$ cat src/design/jss_defs.vh
/*
  constants for the job select and self check block: register offsets,
  field positions, reset values and limits.
  assumes a 32-bit classic wishbone slave, 25 mhz clock.
*/
`ifndef JSS_DEFS_VH
`define JSS_DEFS_VH

`define JSS_CLK_MHZ        25
`define JSS_DEB_TIME_US    1000
`define JSS_DEB_CYC        (`JSS_DEB_TIME_US * `JSS_CLK_MHZ)

`define JSS_OFF_CTRL       8'h00
`define JSS_OFF_ROUTE      8'h04
`define JSS_OFF_STATUS     8'h08
`define JSS_OFF_JOB        8'h0c
`define JSS_OFF_FORCE      8'h10
`define JSS_OFF_ZERO       8'h14
`define JSS_OFF_SPAN       8'h18
`define JSS_OFF_RATED      8'h1c
`define JSS_OFF_CAL        8'h20
`define JSS_OFF_RATIO      8'h24
`define JSS_OFF_INPUTS     8'h28

`define JSS_CTRL_SCHEME    0
`define JSS_CTRL_TEST      1
`define JSS_CTRL_WIRING    2
`define JSS_CTRL_ZADJ      3

`define JSS_ROUTE_RESET    32'h00000000
`define JSS_RATED_RESET    16'h03e8
`define JSS_CAL_RESET      16'h03e8
`define JSS_RATIO_RESET    16'h0064

`define JSS_ERR_NONE       3'h0
`define JSS_ERR_PROG       3'h1
`define JSS_ERR_WORK       3'h2
`define JSS_ERR_ADC        3'h3
`define JSS_ERR_SUM        3'h4
`define JSS_ERR_ZERO       3'h5
`define JSS_ERR_SPAN       3'h6

`endif

$ cat src/design/jss_job_select_and_self_check.v
/*
  supervisory logic of a fastening torque controller: job select decode,
  self test sequencer, wiring test, zero adjust and torque polarity.
  assumes classic wishbone master on clk_i, contact inputs asynchronous,
  memory/converter test results and sensor samples supplied by other logic.
*/
// The register addresses and the Wishbone register port were chosen for this implementation.
// Summary of operation
// with scheme 0 the job is one plus the binary code on inputs a, b and c, jobs 1 to 8.
// with scheme 1 five single job inputs pick jobs 1 to 5 and nothing higher.
// a job input is active while its terminal is shorted to common by a contact.
// each job function is routed by configuration to any of the five input terminals.
// self test checks program memory, working memory, converter, then settings sum.
// a zero error is flagged when no-load offset is outside minus to plus six percent.
// a span error is flagged when simulated rated load reads outside 94 to 106 percent.
// in wiring test the state of every input terminal is shown continuously.
// each operator selection of an output in wiring test inverts its forced state.
// forceable outputs are five terminal outputs, pass lamp, fail lamp and valve.
// a zero adjust command stores the present offset as correction, busy until done.
// span value is the calibration value times the ratio divided by 100; zero shown as magnitude.
// switches 1,3 on and 2,4 off keep polarity, the opposite pattern inverts the sign.
// in scheme 1 several active job inputs select the lowest numbered job.
// each contact input is debounced over several samples before use.
`include "jss_defs.vh"

module jss_job_select_and_self_check (
  input  wire        clk_i,
  input  wire        rst_i,
  input  wire [31:0] wb_adr_i,
  input  wire [31:0] wb_dat_i,
  output reg  [31:0] wb_dat_o,
  input  wire [3:0]  wb_sel_i,
  input  wire        wb_we_i,
  input  wire        wb_cyc_i,
  input  wire        wb_stb_i,
  output reg         wb_ack_o,
  output wire        wb_err_o,
  input  wire [4:0]  term_in_n_i,
  input  wire [3:0]  polarity_switch_bank_i,
  input  wire        prog_mem_ok_i,
  input  wire        work_mem_ok_i,
  input  wire        adc_ok_i,
  input  wire        settings_sum_ok_i,
  input  wire [15:0] sensor_sample_i,
  input  wire [4:0]  norm_out_i,
  input  wire        norm_pass_lamp_i,
  input  wire        norm_fail_lamp_i,
  input  wire        norm_valve_i,
  output reg  [4:0]  term_out_o,
  output reg         tool_pass_lamp_o,
  output reg         tool_fail_lamp_o,
  output reg         valve_o,
  output reg         span_stim_o,
  output reg  [15:0] torque_o,
  output reg  [3:0]  job_number_o
);

  localparam ST_IDLE  = 3'd0;
  localparam ST_PROG  = 3'd1;
  localparam ST_WORK  = 3'd2;
  localparam ST_ADC   = 3'd3;
  localparam ST_SUM   = 3'd4;
  localparam ST_ZERO  = 3'd5;
  localparam ST_SPAN  = 3'd6;
  localparam ST_ZADJ  = 3'd7;

  localparam integer DEB_CYC_INT = `JSS_DEB_CYC;
  localparam [15:0]  DEB_CYC     = DEB_CYC_INT[15:0];

  // percent of rated value, limit as fraction of rated
  function [31:0] pct;
    input [15:0] rated;
    input [7:0]  p;
    begin
      pct = (rated * p) / 32'd100;
    end
  endfunction

  function [15:0] mag;
    input [15:0] v;
    begin
      mag = v[15] ? (~v + 16'h0001) : v;
    end
  endfunction

  // input synchroniser and debounce
  reg [4:0]  sync1_reg;
  reg [4:0]  sync2_reg;
  reg [4:0]  deb_reg;
  reg [15:0] deb_cnt_reg [0:4];
  integer    i;

  always @(posedge clk_i) begin
    if (rst_i) begin
      sync1_reg <= 5'h00;
      sync2_reg <= 5'h00;
    end else begin
      sync1_reg <= ~term_in_n_i;
      sync2_reg <= sync1_reg;
    end
  end

  always @(posedge clk_i) begin
    for (i = 0; i < 5; i = i + 1) begin
      if (rst_i) begin
        deb_reg[i]     <= 1'b0;
        deb_cnt_reg[i] <= 16'h0000;
      end else if (sync2_reg[i] == deb_reg[i]) begin
        deb_cnt_reg[i] <= 16'h0000;
      end else if (deb_cnt_reg[i] == DEB_CYC - 16'h0001) begin
        deb_reg[i]     <= sync2_reg[i];
        deb_cnt_reg[i] <= 16'h0000;
      end else begin
        deb_cnt_reg[i] <= deb_cnt_reg[i] + 16'h0001;
      end
    end
  end

  // switch bank synchroniser, the switches are not on clk_i
  reg [3:0]  pol_sync1_reg;
  reg [3:0]  pol_sync2_reg;

  always @(posedge clk_i) begin
    if (rst_i) begin
      pol_sync1_reg <= 4'h0;
      pol_sync2_reg <= 4'h0;
    end else begin
      pol_sync1_reg <= polarity_switch_bank_i;
      pol_sync2_reg <= pol_sync1_reg;
    end
  end

  // registers
  reg        scheme_reg;
  reg        wiring_reg;
  reg [31:0] route_reg;
  reg [7:0]  force_reg;
  reg [15:0] zero_reg;
  reg [15:0] rated_reg;
  reg [15:0] cal_reg;
  reg [15:0] ratio_reg;
  reg [2:0]  state_reg;
  reg [2:0]  err_reg;
  reg        pass_reg;
  reg        done_reg;
  reg [31:0] span_reg;

  // routing: one 3-bit terminal index per job function, five functions
  function func_in;
    input [31:0] route;
    input [4:0]  ins;
    input [2:0]  f;
    reg   [2:0]  t;
    begin
      t = route[f*3 +: 3];
      func_in = (t < 3'd5) ? ins[t] : 1'b0;
    end
  endfunction

  reg [4:0] fn;
  reg [3:0] job_next;
  always @* begin
    fn[0] = func_in(route_reg, deb_reg, 3'd0);
    fn[1] = func_in(route_reg, deb_reg, 3'd1);
    fn[2] = func_in(route_reg, deb_reg, 3'd2);
    fn[3] = func_in(route_reg, deb_reg, 3'd3);
    fn[4] = func_in(route_reg, deb_reg, 3'd4);
    if (!scheme_reg) begin
      job_next = {1'b0, fn[2], fn[1], fn[0]} + 4'd1;
    end else if (fn[0]) begin
      job_next = 4'd1;
    end else if (fn[1]) begin
      job_next = 4'd2;
    end else if (fn[2]) begin
      job_next = 4'd3;
    end else if (fn[3]) begin
      job_next = 4'd4;
    end else if (fn[4]) begin
      job_next = 4'd5;
    end else begin
      job_next = 4'd1;
    end
  end

  wire       acc   = wb_cyc_i & wb_stb_i & ~wb_ack_o;
  wire       wr    = acc & wb_we_i & wb_sel_i[0];
  wire [7:0] adr   = wb_adr_i[7:0];
  wire       hit   = (wb_adr_i[31:6] == 26'h0) && (adr[1:0] == 2'b00) && (adr <= `JSS_OFF_INPUTS);
  wire       start = wr && adr == `JSS_OFF_CTRL && wb_dat_i[`JSS_CTRL_TEST];
  wire       zcmd  = wr && adr == `JSS_OFF_CTRL && wb_dat_i[`JSS_CTRL_ZADJ];
  wire       busy  = state_reg != ST_IDLE;
  wire       inv   = ~pol_sync2_reg[0] & pol_sync2_reg[1] &
                     ~pol_sync2_reg[2] & pol_sync2_reg[3];
  wire [15:0] corr = sensor_sample_i - zero_reg;
  wire [15:0] amag = mag(sensor_sample_i);

  assign wb_err_o = 1'b0;

  always @(posedge clk_i) begin
    if (rst_i) begin
      wb_ack_o   <= 1'b0;
      scheme_reg <= 1'b0;
      wiring_reg <= 1'b0;
      route_reg  <= `JSS_ROUTE_RESET;
      force_reg  <= 8'h00;
      rated_reg  <= `JSS_RATED_RESET;
      cal_reg    <= `JSS_CAL_RESET;
      ratio_reg  <= `JSS_RATIO_RESET;
    end else begin
      wb_ack_o <= acc;
      if (wr && adr == `JSS_OFF_CTRL) begin
        scheme_reg <= wb_dat_i[`JSS_CTRL_SCHEME];
        wiring_reg <= wb_dat_i[`JSS_CTRL_WIRING];
      end
      if (wr && adr == `JSS_OFF_ROUTE) route_reg <= {17'h0, wb_dat_i[14:0]};
      if (wr && adr == `JSS_OFF_FORCE) force_reg <= force_reg ^ wb_dat_i[7:0];
      if (wr && adr == `JSS_OFF_RATED) rated_reg <= wb_dat_i[15:0];
      if (wr && adr == `JSS_OFF_CAL)   cal_reg   <= wb_dat_i[15:0];
      if (wr && adr == `JSS_OFF_RATIO) ratio_reg <= wb_dat_i[15:0];
    end
  end

  always @(posedge clk_i) begin
    if (rst_i) begin
      wb_dat_o <= 32'h0;
    end else if (acc && !wb_we_i && hit) begin
      if (adr == `JSS_OFF_CTRL) wb_dat_o <= {30'h0, wiring_reg, scheme_reg};
      else if (adr == `JSS_OFF_ROUTE) wb_dat_o <= route_reg;
      else if (adr == `JSS_OFF_STATUS)
        wb_dat_o <= {24'h0, busy, done_reg, pass_reg, inv, 1'b0, err_reg};
      else if (adr == `JSS_OFF_JOB) wb_dat_o <= {28'h0, job_number_o};
      else if (adr == `JSS_OFF_FORCE) wb_dat_o <= {24'h0, force_reg};
      else if (adr == `JSS_OFF_ZERO) wb_dat_o <= {16'h0, mag(zero_reg)};
      else if (adr == `JSS_OFF_SPAN) wb_dat_o <= span_reg;
      else if (adr == `JSS_OFF_RATED) wb_dat_o <= {16'h0, rated_reg};
      else if (adr == `JSS_OFF_CAL) wb_dat_o <= {16'h0, cal_reg};
      else if (adr == `JSS_OFF_RATIO) wb_dat_o <= {16'h0, ratio_reg};
      else wb_dat_o <= {27'h0, deb_reg};
    end else if (acc) begin
      wb_dat_o <= 32'h0;
    end
  end

  // self test and zero adjust sequencer
  always @(posedge clk_i) begin
    if (rst_i) begin
      state_reg   <= ST_IDLE;
      err_reg     <= `JSS_ERR_NONE;
      pass_reg    <= 1'b0;
      done_reg    <= 1'b0;
      zero_reg    <= 16'h0000;
      span_stim_o <= 1'b0;
      span_reg    <= 32'h0;
    end else begin
      span_reg <= (cal_reg * ratio_reg) / 32'd100;
      case (state_reg)
        ST_IDLE: begin
          if (start) begin
            state_reg <= ST_PROG;
            err_reg   <= `JSS_ERR_NONE;
            pass_reg  <= 1'b0;
            done_reg  <= 1'b0;
          end else if (zcmd) begin
            state_reg <= ST_ZADJ;
          end
        end
        ST_PROG: begin
          if (!prog_mem_ok_i) begin
            err_reg <= `JSS_ERR_PROG;
            state_reg <= ST_IDLE;
            done_reg <= 1'b1;
          end else state_reg <= ST_WORK;
        end
        ST_WORK: begin
          if (!work_mem_ok_i) begin
            err_reg <= `JSS_ERR_WORK;
            state_reg <= ST_IDLE;
            done_reg <= 1'b1;
          end else state_reg <= ST_ADC;
        end
        ST_ADC: begin
          if (!adc_ok_i) begin
            err_reg <= `JSS_ERR_ADC;
            state_reg <= ST_IDLE;
            done_reg <= 1'b1;
          end else state_reg <= ST_SUM;
        end
        ST_SUM: begin
          if (!settings_sum_ok_i) begin
            err_reg <= `JSS_ERR_SUM;
            state_reg <= ST_IDLE;
            done_reg <= 1'b1;
          end else state_reg <= ST_ZERO;
        end
        ST_ZERO: begin
          if ({16'h0, amag} > pct(rated_reg, 8'd6)) begin
            err_reg <= `JSS_ERR_ZERO;
            state_reg <= ST_IDLE;
            done_reg <= 1'b1;
          end else begin
            span_stim_o <= 1'b1;
            state_reg <= ST_SPAN;
          end
        end
        ST_SPAN: begin
          if (span_stim_o) begin
            span_stim_o <= 1'b0;
            state_reg <= ST_IDLE;
            done_reg <= 1'b1;
            if ({16'h0, corr} < pct(rated_reg, 8'd94) ||
                {16'h0, corr} > pct(rated_reg, 8'd106)) begin
              err_reg <= `JSS_ERR_SPAN;
            end else pass_reg <= 1'b1;
          end
        end
        default: begin
          zero_reg <= sensor_sample_i;
          state_reg <= ST_IDLE;
        end
      endcase
    end
  end

  // outputs
  always @(posedge clk_i) begin
    if (rst_i) begin
      term_out_o       <= 5'h00;
      tool_pass_lamp_o <= 1'b0;
      tool_fail_lamp_o <= 1'b0;
      valve_o          <= 1'b0;
      torque_o         <= 16'h0000;
      job_number_o     <= 4'd1;
    end else begin
      job_number_o <= job_next;
      torque_o <= inv ? (16'h0000 - corr) : corr;
      if (wiring_reg) begin
        term_out_o       <= force_reg[4:0];
        tool_pass_lamp_o <= force_reg[5];
        tool_fail_lamp_o <= force_reg[6];
        valve_o          <= force_reg[7];
      end else begin
        term_out_o       <= norm_out_i;
        tool_pass_lamp_o <= norm_pass_lamp_i;
        tool_fail_lamp_o <= norm_fail_lamp_i;
        valve_o          <= norm_valve_i;
      end
    end
  end

endmodule

$ cat config.mk
export PLATFORM = sky130hd
export DESIGN_NAME = jss_job_select_and_self_check
export DESIGN_NICKNAME = d
export VERILOG_FILES = /design/src/design/jss_job_select_and_self_check.v
export VERILOG_INCLUDE_DIRS = /design/src /design/src/design
export SDC_FILE = /design/constraint.sdc
export NUM_CORES = 2
export LEC_CHECK = 0
export BUFFER_PORTS_ARGS = -buffer_cell sky130_fd_sc_hd__buf_2
export CAP_MARGIN = 20
export CELL_PAD_IN_SITES_DETAIL_PLACEMENT = 1
export CELL_PAD_IN_SITES_GLOBAL_PLACEMENT = 2
export CORE_UTILIZATION = 39
export CTS_CLUSTER_SIZE = 40
export DETAILED_ROUTE_END_ITERATION = 7
export HOLD_SLACK_MARGIN = 0.06
export PLACE_DENSITY = 0.94
export SLEW_MARGIN = 5
export SYNTH_ARGS = -nofsm -noshare
export SYNTH_HDL_FRONTEND = slang
export SYNTH_SLANG_ARGS = --single-unit
$ cat constraint.sdc
create_clock -name clk_i -period 26 [get_ports clk_i]
set_clock_uncertainty 0.1 [all_clocks]
set_input_delay 1.3 -clock clk_i [delete_from_list [all_inputs] [get_ports clk_i]]
set_output_delay 1.3 -clock clk_i [all_outputs]
set_load 0.01 [all_outputs]
==> results.toml <==
[placement]
gp_congestion = 0.943
place_ws_ps = 127
portBuffers = 146
dpl_cell_area_um2 = 58500
post-dp-hpwl_um = 171000

[power_and_ir_drop]
ir_drop_v = 0.0000952
power_density_nw_per_um2 = 49.8
p_leak_nw = 23.8

[clock_network]
numCtsBuffers = 38
cts_sinks = 282
cts_hold_buf = 0
root_buffer = "clkbuf_16"
cts_tree = "yes"
clk_pin_slew_ps = 60
clock_path_buffers = 3
htree_num_levels = 2
clock_latency_ps = 660

[global_routing]
overflow = 0
grt_pass1_wl_um = 337000
antenna_found_initial = 23
grt_usage_pct = 29.1
grt_max_degree = 73
first_global_vias = 59100

[outcome]
status = "complete, no violations"

[detailed_routing]
drtPass1Iterations = 6
route.detailed.drc = 0
vias = 58900
drtIter0Drc = 4881
detail_route.wirelength_um = 215000
wl_per_cell_um = 22.8
postRouteAntennaNets = 0
avgViaCountPerCell = 6.25

[synth]
synth_cells = 7327
synth.distinct_cells = 181
syn_area_um2 = 55400
synth-seq-cells = 282
async_flop_share_pct = 0
synthFlopType = "dfxtp_1"
avgSynthCellArea_um2 = 7.57
synth-edff-count = 80
yosysSeqAreaShare_pct = 11.6
yosys-top-cells-area = "fa_1 (9.9%), dfxtp_1 (7.3%), ha_1 (5.9%), xnor2_1 (5.7%), nand2_1 (5.4%)"
synth_largest_area_cell = "fa_1"
synth_warnings = 0
netlist.area_leader.share_pct = 9.93

[worst_setup_path]
crit_slowest_cell = "dfxtp_1"
max_stage_delay_ps = 860
cp.arrival_ps = 25180
cp-start-kind = "flop"
cp_max_fo = 18
crit_top_cell = "fa_1"
worstSetupEndpointType = "flop"
crit_type = "reg2reg"
crit_required_ps = 26410

[die]
die_area_um2 = 144000
pin_count = 173
num_rows = 137
die_w_um = 379
core_um2 = 140000
initial_core_util_pct = 39.5
fp.dieH_um = 379

[timing]
finalMaxSlewViolations = 0
final.period_utilization_pct = 95.3
setup_tns_ps = 0
fin_ws_ps = 1230
finalSetupViolCount = 0
fmax_ghz = 0.0404
relSlewSlack_pct = 19.5
hold_ws_ps = 340
period_needed_ps = 24770
worst_pin_slew_ps = 1200
finalHoldViolations = 0

[cells_and_area]
drive_above_1_share_pct = 13.1
multi_input_area_um2 = 46500
fin_nets = 8150
design_area_um2 = 60700
fillCellCount = 17600
final_core_util_pct = 43.3
layout_commonest_cell = "nand2_1"
mostFrequentLayoutCells = "nand2_1 (795), nor2_1 (667), inv_1 (430)"
largest_reg_flops = 80
syn_to_final_growth_pct = 9.48
seq_area_um2 = 6480

[flow_run]
drv_cap = 0

[hold_path]
min_path_type = "reg2reg"
[area by class of cell]
type,instances,share of cell area (%)
Tap cell,1876,3.87
Sequential cell,282,10.7
Inverter,449,2.78
Clock buffer,45,1.64
Clock inverter,25,0.621
Timing Repair Buffer,355,3.82
Antenna cell,6,0.0247
Multi-Input combinational cell,6379,76.6
[what timing repair did]
item / 4_1_cts / 5_1_grt
endpoints found under the hold margin: 0 / 0
endpoints found under the setup margin: 1 / 8
buffers inserted: 3 / 23
gates resized for setup: 1 / 122
pin swaps: 1 / 11
[worst paths after layout]
check                         from          endpoint  slack (ps)  cells past startpoint
hold / removal    pol_sync1_reg[1]  pol_sync2_reg[1]         340                      1
hold reg to reg   pol_sync1_reg[1]  pol_sync2_reg[1]         340                      1
setup / recovery      ratio_reg[4]       span_reg[0]        1230                     82
setup reg to reg      ratio_reg[4]       span_reg[0]        1230                     82
[routing by layer]
layer,GRT usage (%),wire (um),vias up
met4,9.70,7060,14
li1,-,-,27100
met2,46.4,96300,1866
met1,40.2,97100,29600
met3,4.02,14100,344
met5,0,93,-
[cells by family after synthesis]
group / count (synthesis) / share of synthesized area (%)
flops: 282 / 11.6
other cells: 2 / 0.0135
buf+inv: 751 / 6.21
mux: 114 / 2.25
simple gates: 2969 / 26.9
compound gates: 2084 / 27.5
fa+ha+maj: 553 / 16.1
xor+xnor: 572 / 9.32
[critical path: cells and delay by family, from the launching register on]
kind                       cells  cell delay, ps
xor gates and xnor gates       4            1210
DFF                            1             860
AOI/OAI and AO/OA             36           10880
and+or+nand+nor               22            5340
adders and majority gates     10            4530
muxes                          3             780
buffers and inverters          7             920
[power by group]
part           leakage, nW  internal [mW]  switching [mW]  total (mW)
logic                 20.7          0.772            1.16        1.93
registers             2.47          0.473          0.0180       0.491
clock network        0.655          0.342           0.255       0.597
[metrics by stage]
step | cells | total power [mW]
finish | 9417 | 3.02
global route | 9415 | 3.22
CTS | 9384 | 2.99
global placement | 9308 | 2.31
floorplan | 7412 | 1.92
detailed placement | 9311 | 2.38
[synth_stat cells, types with 31 or more instances]
| library cell | n |
|---|---|
| and2_1 | 205 |
| mux2_2 | 32 |
| o21ai_0 | 332 |
| o2111ai_1 | 32 |
| or4_1 | 37 |
| dfxtp_1 | 202 |
| o31ai_1 | 72 |
| o21ai_1 | 51 |
| a21o_1 | 64 |
| nor4_1 | 87 |
| nor2_1 | 670 |
| or3_1 | 100 |
| o211a_1 | 38 |
| edfxtp_1 | 80 |
| o211ai_1 | 94 |
| xnor2_1 | 363 |
| nand4_1 | 111 |
| a21oi_1 | 432 |
| o21a_1 | 60 |
| nand2b_1 | 61 |
| inv_1 | 431 |
| clkbuf_1 | 188 |
| a211oi_1 | 79 |
| nand2_1 | 796 |
| a22oi_1 | 52 |
| nor2b_1 | 65 |
| xor2_1 | 190 |
| or2_2 | 62 |
| ha_1 | 260 |
| and3_1 | 68 |
| nor3_1 | 224 |
| a31oi_1 | 97 |
| a311oi_1 | 31 |
| nand3_1 | 266 |
| mux2i_1 | 74 |
| clkbuf_8 | 37 |
| o22ai_1 | 38 |
| fa_1 | 275 |
Power figures use the tool's default switching activity.
